==> config.mk <==
export PLATFORM = sky130hd
export DESIGN_NAME = integer_divide_logic_extend_unit
export DESIGN_NICKNAME = d
export VERILOG_FILES = /design/src/design/xdiv_pkg.sv /design/src/design/integer_divide_logic_extend_unit.sv
export SDC_FILE = /design/constraint.sdc
export NUM_CORES = 1
export LEC_CHECK = 0
export ABC_AREA = 1
export BUFFER_PORTS_ARGS = -buffer_cell sky130_fd_sc_hd__buf_2
export CAP_MARGIN = 20
export CORE_ASPECT_RATIO = 0.7
export CORE_MARGIN = 1
export CORE_UTILIZATION = 35
export CTS_CLUSTER_DIAMETER = 60
export DETAILED_ROUTE_END_ITERATION = 8
export SLEW_MARGIN = 20
export SYNTH_ARGS = -nofsm -noshare
export SYNTH_HDL_FRONTEND = slang
export SYNTH_SLANG_ARGS = --single-unit
export TNS_END_PERCENT = 30
==> constraint.sdc <==
create_clock -name ref_clk -period 2.04 [get_ports ref_clk]
set_input_delay 0.102 -clock ref_clk [delete_from_list [all_inputs] [get_ports ref_clk]]
set_output_delay 0.102 -clock ref_clk [all_outputs]
set_load 0.02 [all_outputs]
==> src/design/xdiv_pkg.sv <==
// constants and carrier types for the divide, equivalence and sign-extend unit
package xdiv_pkg;
  localparam logic [5:0] primary_op = 6'h1f;
  localparam logic [9:0] xop_divide_unsigned = 10'h1cb;
  localparam logic [9:0] xop_equivalent = 10'h11c;
  localparam logic [9:0] xop_extend_byte = 10'h3ba;
  localparam logic [9:0] xop_extend_half = 10'h39a;
  localparam int div_steps = 32;
  localparam logic [5:0] div_count_reset = 6'h00;
  localparam logic [31:0] word_reset = 32'h0000_0000;
  localparam logic [3:0] field_reset = 4'h0;

  typedef enum logic [1:0] {
    st_idle = 2'b00,
    st_divide = 2'b01,
    st_done = 2'b10
  } unit_state_t;

  // condition field, msb-first: less, greater, equal, summary overflow
  typedef struct packed {
    logic less_than_bit;
    logic greater_than_bit;
    logic equal_bit;
    logic summary_bit;
  } cond_field_t;

  typedef struct packed {
    logic overflow_bit;
    logic summary_overflow_bit;
  } exc_bits_t;

  typedef struct packed {
    logic valid;
    logic [31:0] word;
    logic [4:0] target_register;
    logic record_flag;
    logic overflow_enable;
  } issue_t;

  typedef struct packed {
    unit_state_t state;
    logic [31:0] divisor;
    logic [31:0] quot;
    logic [32:0] rem;
    logic [5:0] count;
    logic [4:0] dest;
    logic record_flag;
    logic overflow_enable;
    logic div_zero;
    logic done;
    logic [31:0] result;
    logic [4:0] result_reg;
    logic cond_write;
    cond_field_t cond;
    logic exc_write;
    exc_bits_t exc;
  } unit_state_struct_t;
endpackage

==> src/design/integer_divide_logic_extend_unit.sv <==
// divide unsigned, equivalence and sign extension execution slice
`timescale 1ns/1ps

// Summary of operation
// - opcode 31 extended 459 divides first source by second, quotient to target
// - divide treats both operands as unsigned 32-bit, exact truncated quotient
// - divide by zero leaves target and condition bits undefined (we write zero and record it as equal)
// - divide by zero with overflow enable sets overflow and summary overflow
// - exception bits change only when overflow enable is one
// - condition field zero updated only when record flag is one
// - extended 284 writes complement of source xor second operand
// - extended 954 replicates bit 24 into bits 0 to 23
// - extended 922 replicates bit 16 into bits 0 to 15
module integer_divide_logic_extend_unit
  import xdiv_pkg::*;
(
  input wire logic ref_clk,
  input wire logic rst_b,
  input wire logic issue_valid,
  input wire logic [31:0] instr_word,
  input wire logic [31:0] first_operand,
  input wire logic [31:0] second_operand,
  input wire logic summary_overflow_in,
  output logic busy,
  output logic result_valid,
  output logic [31:0] result_data,
  output logic [4:0] result_register,
  output logic cond_write,
  output cond_field_t condition_field_zero,
  output logic exc_write,
  output exc_bits_t fixed_point_exception_register
);

  // big-endian numbering: instruction bit k lives at vector index 31-k
  function automatic logic [31:0] ibit_field(input logic [31:0] w, input int first,
                                             input int last);
    logic [31:0] v;
    v = w >> (31 - last);
    return v & ((32'h1 << (last - first + 1)) - 32'h1);
  endfunction

  function automatic cond_field_t record(input logic [31:0] r, input logic so);
    cond_field_t c;
    c.less_than_bit = r[31];
    c.greater_than_bit = !r[31] && (r != word_reset);
    c.equal_bit = (r == word_reset);
    c.summary_bit = so;
    return c;
  endfunction

  unit_state_struct_t s_q, s_d;
  logic [5:0] f_primary;
  logic [9:0] f_xop;
  logic [4:0] f_target;
  logic [4:0] f_dest;
  logic f_oe;
  logic f_record;
  logic [32:0] trial;

  assign f_primary = 6'(ibit_field(instr_word, 0, 5));
  assign f_target = 5'(ibit_field(instr_word, 6, 10));
  assign f_dest = 5'(ibit_field(instr_word, 11, 15));
  assign f_oe = instr_word[31 - 21];
  assign f_record = instr_word[31 - 31];
  assign f_xop = 10'(ibit_field(instr_word, 21, 30));
  assign trial = {s_q.rem[31:0], s_q.quot[31]} - {1'b0, s_q.divisor};

  //////////////////////////////////////////////////////////////////////////////
  always_comb begin
    logic [31:0] r;
    logic so_now;
    r = word_reset;
    so_now = summary_overflow_in;
    s_d = s_q;
    s_d.done = 1'b0;
    s_d.cond_write = 1'b0;
    s_d.exc_write = 1'b0;
    case (s_q.state)
      st_idle: begin
        if (issue_valid && f_primary == primary_op) begin
          if (f_xop[8:0] == xop_divide_unsigned[8:0]) begin
            // divide uses a 9-bit extended code with the overflow enable in bit 21
            s_d.state = st_divide;
            s_d.divisor = second_operand;
            s_d.quot = first_operand;
            s_d.rem = 33'h0_0000_0000;
            s_d.count = div_count_reset;
            s_d.dest = f_target;
            s_d.record_flag = f_record;
            s_d.overflow_enable = f_oe;
            s_d.div_zero = (second_operand == word_reset);
          end else if (f_xop == xop_equivalent || f_xop == xop_extend_byte ||
                       f_xop == xop_extend_half) begin
            if (f_xop == xop_equivalent) begin
              r = ~(first_operand ^ second_operand);
            end else if (f_xop == xop_extend_byte) begin
              r = {{24{first_operand[31 - 24]}}, first_operand[7:0]};
            end else begin
              r = {{16{first_operand[31 - 16]}}, first_operand[15:0]};
            end
            s_d.done = 1'b1;
            s_d.result = r;
            s_d.result_reg = f_dest;
            s_d.cond_write = f_record;
            if (f_record) begin
              s_d.cond = record(r, so_now);
            end
          end
        end
      end
      st_divide: begin
        // restoring divide, one quotient bit per cycle
        if (!trial[32]) begin
          s_d.rem = trial;
        end else begin
          s_d.rem = {s_q.rem[31:0], s_q.quot[31]};
        end
        s_d.quot = {s_q.quot[30:0], !trial[32]};
        s_d.count = s_q.count + 6'h01;
        if (s_q.count == 6'(div_steps - 1)) begin
          s_d.state = st_done;
        end
      end
      st_done: begin
        r = s_q.div_zero ? word_reset : s_q.quot;
        if (s_q.overflow_enable) begin
          s_d.exc_write = 1'b1;
          s_d.exc.overflow_bit = s_q.div_zero;
          s_d.exc.summary_overflow_bit = summary_overflow_in | s_q.div_zero;
          so_now = summary_overflow_in | s_q.div_zero;
        end
        s_d.done = 1'b1;
        s_d.result = r;
        s_d.result_reg = s_q.dest;
        s_d.cond_write = s_q.record_flag;
        if (s_q.record_flag) begin
          s_d.cond = record(r, so_now);
        end
        s_d.state = st_idle;
      end
      default: s_d.state = st_idle;
    endcase
  end

  always_ff @(posedge ref_clk or negedge rst_b) begin
    if (!rst_b) begin
      s_q <= '0;
    end else begin
      s_q <= s_d;
    end
  end

  assign busy = (s_q.state != st_idle);
  assign result_valid = s_q.done;
  assign result_data = s_q.result;
  assign result_register = s_q.result_reg;
  assign cond_write = s_q.cond_write;
  assign condition_field_zero = s_q.cond;
  assign exc_write = s_q.exc_write;
  assign fixed_point_exception_register = s_q.exc;

  //////////////////////////////////////////////////////////////////////////////
  chk_divzero_overflow: assert property (@(posedge ref_clk) disable iff (!rst_b)
    (s_q.state == st_done && s_q.div_zero && s_q.overflow_enable) |=>
    (exc_write && fixed_point_exception_register == 2'b11))
    else $error("divide by zero did not set overflow bits");
  chk_overflow_clear: assert property (@(posedge ref_clk) disable iff (!rst_b)
    (s_q.state == st_done && s_q.overflow_enable && !s_q.div_zero) |=>
    (exc_write && !fixed_point_exception_register.overflow_bit))
    else $error("overflow set without divide by zero");
  chk_exc_needs_oe: assert property (@(posedge ref_clk) disable iff (!rst_b)
    (s_q.state == st_done && !s_q.overflow_enable) |=> !exc_write)
    else $error("exception bits written without overflow enable");
  chk_exc_divide_only: assert property (@(posedge ref_clk) disable iff (!rst_b)
    (s_q.state != st_done) |=> !exc_write)
    else $error("exception bits written outside divide finish");
  chk_cond_needs_record: assert property (@(posedge ref_clk) disable iff (!rst_b)
    (s_q.state == st_done) |=> (cond_write == $past(s_q.record_flag)))
    else $error("condition write does not follow record flag");
  chk_divzero_result: assert property (@(posedge ref_clk) disable iff (!rst_b)
    (s_q.state == st_done && s_q.div_zero) |=>
    (result_valid && result_data == word_reset))
    else $error("divide by zero result not cleared");
  chk_divide_quotient: assert property (@(posedge ref_clk) disable iff (!rst_b)
    (s_q.state == st_idle && issue_valid && f_primary == primary_op &&
     f_xop[8:0] == xop_divide_unsigned[8:0] && second_operand != word_reset) |->
    ##34 (result_valid && result_data ==
          $past(first_operand, 34) / $past(second_operand, 34)))
    else $error("unsigned quotient wrong or late");
  chk_divide_target: assert property (@(posedge ref_clk) disable iff (!rst_b)
    (s_q.state == st_idle && issue_valid && f_primary == primary_op &&
     f_xop[8:0] == xop_divide_unsigned[8:0]) |->
    ##34 (result_valid && result_register == $past(f_target, 34)))
    else $error("divide result went to wrong register");
  chk_busy_no_result: assert property (@(posedge ref_clk) disable iff (!rst_b)
    (s_q.state == st_divide) |=> !result_valid)
    else $error("result appeared during divide");
  chk_eqv_result: assert property (@(posedge ref_clk) disable iff (!rst_b)
    (s_q.state == st_idle && issue_valid && f_primary == primary_op &&
     f_xop == xop_equivalent) |=>
    (result_valid && result_data == ~($past(first_operand) ^ $past(second_operand))))
    else $error("equivalence result wrong");
  chk_logic_target: assert property (@(posedge ref_clk) disable iff (!rst_b)
    (s_q.state == st_idle && issue_valid && f_primary == primary_op &&
     (f_xop == xop_equivalent || f_xop == xop_extend_byte || f_xop == xop_extend_half)) |=>
    (result_valid && result_register == $past(f_dest)))
    else $error("logic result went to wrong register");
  chk_extb_result: assert property (@(posedge ref_clk) disable iff (!rst_b)
    (s_q.state == st_idle && issue_valid && f_primary == primary_op &&
     f_xop == xop_extend_byte) |=>
    (result_data == 32'($signed($past(first_operand[7:0])))))
    else $error("byte sign extension wrong");
  chk_exth_result: assert property (@(posedge ref_clk) disable iff (!rst_b)
    (s_q.state == st_idle && issue_valid && f_primary == primary_op &&
     f_xop == xop_extend_half) |=>
    (result_data == 32'($signed($past(first_operand[15:0])))))
    else $error("halfword sign extension wrong");
  chk_record_compare: assert property (@(posedge ref_clk) disable iff (!rst_b)
    cond_write |-> (condition_field_zero.equal_bit == (result_data == word_reset) &&
                    condition_field_zero.less_than_bit == result_data[31]))
    else $error("recorded condition disagrees with result");
  chk_cond_greater: assert property (@(posedge ref_clk) disable iff (!rst_b)
    cond_write |-> (condition_field_zero.greater_than_bit ==
                    (!result_data[31] && result_data != word_reset)))
    else $error("greater-than bit disagrees with result");
  chk_cond_summary: assert property (@(posedge ref_clk) disable iff (!rst_b)
    cond_write |-> (condition_field_zero.summary_bit == ($past(summary_overflow_in) |
                    (exc_write & fixed_point_exception_register.overflow_bit))))
    else $error("recorded summary bit wrong");
endmodule

==> run_results.csv <==
group,metric,value,unit
status,status,"finished with violations",
status,failed_checks,"setup timing",
yosys,synth_warnings,0,
setup_path,cp_cell_sequence,"inv_2 > ha_4 > fa_2 > o21ai_4 > nand2_2 > o211ai_4 > a21o_2 > nand2_4 > nand2_4 > nand2_4 > nand2_8 > buf_12 > nand2_1 > nand3_1 > nand2_1",
placement,dp.cells,2050,
floorplanning,initial_utilization,36.0,%
power,p_total,7.18,mW
yosys,synth_edf_count,0,
setup_path,slowest_delay,0.37,ns
power,switchingPower,1.83,mW
final_layout,nFillCells,2785,
global_routing,grt_max_degree,60,
yosys,synthArstFlopShare,100,%
clock_network,htreeDepth,4,
yosys,yosys.area_share.simple,25.4,%
timing,rsz0062_at_grt,"true",
clock_network,clock_sinks,158,
final_layout,multiInputGateArea,5850,µm²
timing,finalHoldViolCount,0,
power,p_seq_share,43.7,%
detailed_routing,dr.pass1.iters,5,
clock_network,clk_pin_slew,0.07,ns
timing,fin_crit_sh,116,%
timing,finalMaxSlewViolations,0,
placement,hpwl,27500,µm
detailed_routing,vias_per_cell,5.05,
power,pwr-share-clk,47.8,%
setup_path,worstPathArrival,2.70,ns
global_routing,grt_pass1_vias,10626,
global_routing,antenna_found_initial,0,
detailed_routing,vias,10963,
final_layout,final_cell_area,14900,µm²
setup_path,crit_slowest_cell,"dfrtp_1",
final_layout,nets,1915,
power,p_int,5.35,mW
final_layout,drive_gt1_share,28.8,%
timing,hold_ws,0.0175,ns
setup_path,path_buf_inv,2,
yosys,synth_area,10500,µm²
yosys,synth_compound_area_share,14.7,%
setup_path,crit_path_start_kind,"register",
detailed_routing,postRouteAntennaNets,0,
timing,min_period,2.36,ns
floorplanning,die_y,147,µm
yosys,yosysUniqueCellTypes,55,
floorplanning,die_x,209,µm
clock_network,clock_latency,0.45,ns
power,ir_worst_vdd,0.000457,V
clock_network,cts_made_buffers,17,
final_layout,regArea,3950,µm²
timing,timing.slew.headroom,55.3,%
power,p_leak,7.34,nW
power,comb_power_share,8.5,%
yosys,synth_fa_ha_area_share,4.11,%
timing,fmax,424,MHz
yosys,synthesis.instances,1422,
setup_path,crit_type,"register to register",
placement,port_buffers,141,
floorplanning,ios,147,
clock_network,cts_buffer_depth,2,
setup_path,critPathMaxFanout,8,
yosys,synth_top_family_by_area,"simple AND/OR/NAND/NOR gates",
yosys,syn_nets,1556,
detailed_routing,wl,37900,µm
detailed_routing,post-route-drc-count,0,
final_layout,final_cells,2172,
timing,tns,-8.82,ns
job,drv_cap,0,
timing,timing.final.ws_setup,-0.318,ns
floorplanning,rows,52,
yosys,synth.area.top_cells,"dfrtp_1 (38%), nand2_1 (15%), inv_1 (6.6%)",
setup_path,cp_data_required_time,2.38,ns
power,p_sw_share,25.5,%
setup_path,cp_top_family,"simple AND/OR/NAND/NOR gates",
yosys,muxShareOfSynthArea,1.50,%
timing,setup_violations,33,
yosys,yosys.area.top_type,"dfrtp_1",
timing,worstMarginPinSlew,0.670,ns
yosys,post_synth_xor_area_fraction,4.41,%
placement,dpl_cell_area,12800,µm²
global_routing,gr-total-overflow,0,
hold_path,hold_class,"input pin to register",
yosys,synth.avg_cell_area,7.40,µm²
clock_network,root_buffer,"clkbuf_16",
global_routing,grt_pass1_wl,58400,µm
detailed_routing,drt_iter0_drc,1049,
final_layout,syn_to_final_growth,41.4,%
floorplanning,dieArea,30800,µm²
yosys,yosysSeqAreaShare,37.6,%
detailed_routing,post_drt_wl_per_cell,17.4,µm
yosys,synth_top_cell_area_share,37.6,%
power,power_density,482,nW/µm²
final_layout,diodes,0,
yosys,synth_seq_cells,158,
floorplanning,core-area,29200,µm²
clock_network,cts_tree,"done",
placement,place_congestion,0.984,
yosys,synth_ff_type,"dfrtp_1",
timing,skew,0.00873,ns
setup_path,endpoint_kind,"register",
global_routing,track_usage,24.4,%
setup_path,crit_top_cell,"nand2_4",
[cell families (layout without fill, tap and decap cells)]
group | count (synthesis) | count (layout)
AND/OR/NAND/NOR | 639 | 639
buffers and inverters | 282 | 654
AO/OA/AOI/OAI | 245 | 245
multiplexers | 11 | 11
flip-flops | 158 | 158
XOR/XNOR | 53 | 53
adder cells (fa/ha/maj) | 34 | 34
[state kept, by name (all words and copies together) (netlist names)]
name / count
condition_field_zero: 4
exc_write: 1
cond_write: 1
result_valid: 1
result_data: 32
fixed_point_exception_register: 2
s_q: 112
result_register: 5
[Yosys cell counts, types with 6 or more instances]
library cell	instances
buf_4	44
inv_1	186
dfrtp_1	158
clkbuf_1	22
o221ai_1	23
nand2_2	6
xor2_1	14
o21ai_1	30
o211ai_1	20
nand2_1	432
xnor2_1	39
nor4_1	10
nand3_1	75
ha_1	33
a21oi_1	65
nor3_1	11
buf_6	7
buf_2	16
mux2_4	9
nand4_1	17
nor2_2	7
o21ai_0	51
a32oi_1	20
nor2_1	69
[final timing paths]
kind	end	slack (ns)	cells after the start	start
max in group asynchronous	result_data[9]	1.06	3	rst_b
min reg2reg	result_register[2]	0.48	2	result_register[2]
min	s_q[107]	0.02	3	first_operand[14]
max reg2reg	s_q[82]	-0.32	15	s_q[124]
max	s_q[82]	-0.32	15	s_q[124]
min in group asynchronous	s_q[81]	0.23	2	rst_b
[layer usage]
layer / track usage, % / routed length, µm / up-vias
met5: 0 / 0 / -
met1: 36.3 / 18600 / 5225
li1: - / - / 5327
met2: 34.4 / 15600 / 382
met4: 5.48 / 526 / 0
met3: 7.12 / 3080 / 29
[metrics by stage]
step | worst slack, ns | utilization, %
global route | -0.400 | 51.0
detailed placement | -0.320 | 43.8
finish | -0.318 | 51.0
floorplan | -0.0599 | -
CTS | -0.249 | 48.8
global placement | -0.289 | 43.8
[power groups by stage]
stage / clock, mW / sequential [mW] / combinational [mW]
after floorplan: 0 / 3.20 / 0.165
after global placement: 0 / 3.20 / 0.481
after detailed placement: 0 / 3.20 / 0.481
after CTS: 3.49 / 3.14 / 0.594
after global routing: 3.59 / 3.13 / 0.663
final: 3.43 / 3.14 / 0.610
[worst register-to-register path: cells and delay by family, from the launching register on]
family                     cells  cell delay [ns]
buffers and inverters          2             0.22
DFF                            1             0.37
adders and majority gates      2             0.53
and+or+nand+nor                8             0.69
AOI/OAI and AO/OA              3             0.45
[area by class of cell]
class	count	area share [%]
multi-input combinational	982	39.3
sequential	158	26.6
timing repair buffer	430	22.0
inverter	192	4.84
tap	378	3.18
clock buffer	17	2.86
clock inverter	15	1.24
[placed cells by master (no fill, tap or decap), drive strengths merged, types with 2 or more instances in the layout]
| cell type | count |
|---|---|
| o21bai | 5 |
| xnor2 | 39 |
| o211ai | 21 |
| o221ai | 23 |
| o21a | 4 |
| bufinv | 3 |
| nor2 | 78 |
| nand2 | 439 |
| a21oi | 66 |
| clkinvlp | 2 |
| a22oi | 5 |
| nor3 | 12 |
| o21ai | 82 |
| ha | 33 |
| nor4 | 10 |
| dlygate4sd3 | 74 |
| xor2 | 14 |
| clkinv | 7 |
| o41ai | 4 |
| dfrtp | 158 |
| clkbuf | 20 |
| inv | 195 |
| nand4 | 18 |
| a31oi | 2 |
| a32oi | 20 |
| nand3 | 76 |
| a21o | 6 |
| mux2 | 11 |
| nand3b | 3 |
| buf | 353 |
[timing repair]
item | in CTS | in global routing
gates cloned | 0 | 3
setup buffers | 5 | 8
pin swaps | 5 | 29
setup endpoints to repair | 33 | 35
resized for setup | 16 | 108
hold endpoints to repair | 127 | 0
hold buffers | 74 | 0
No activity file was read; power rests on OpenSTA's default activity.
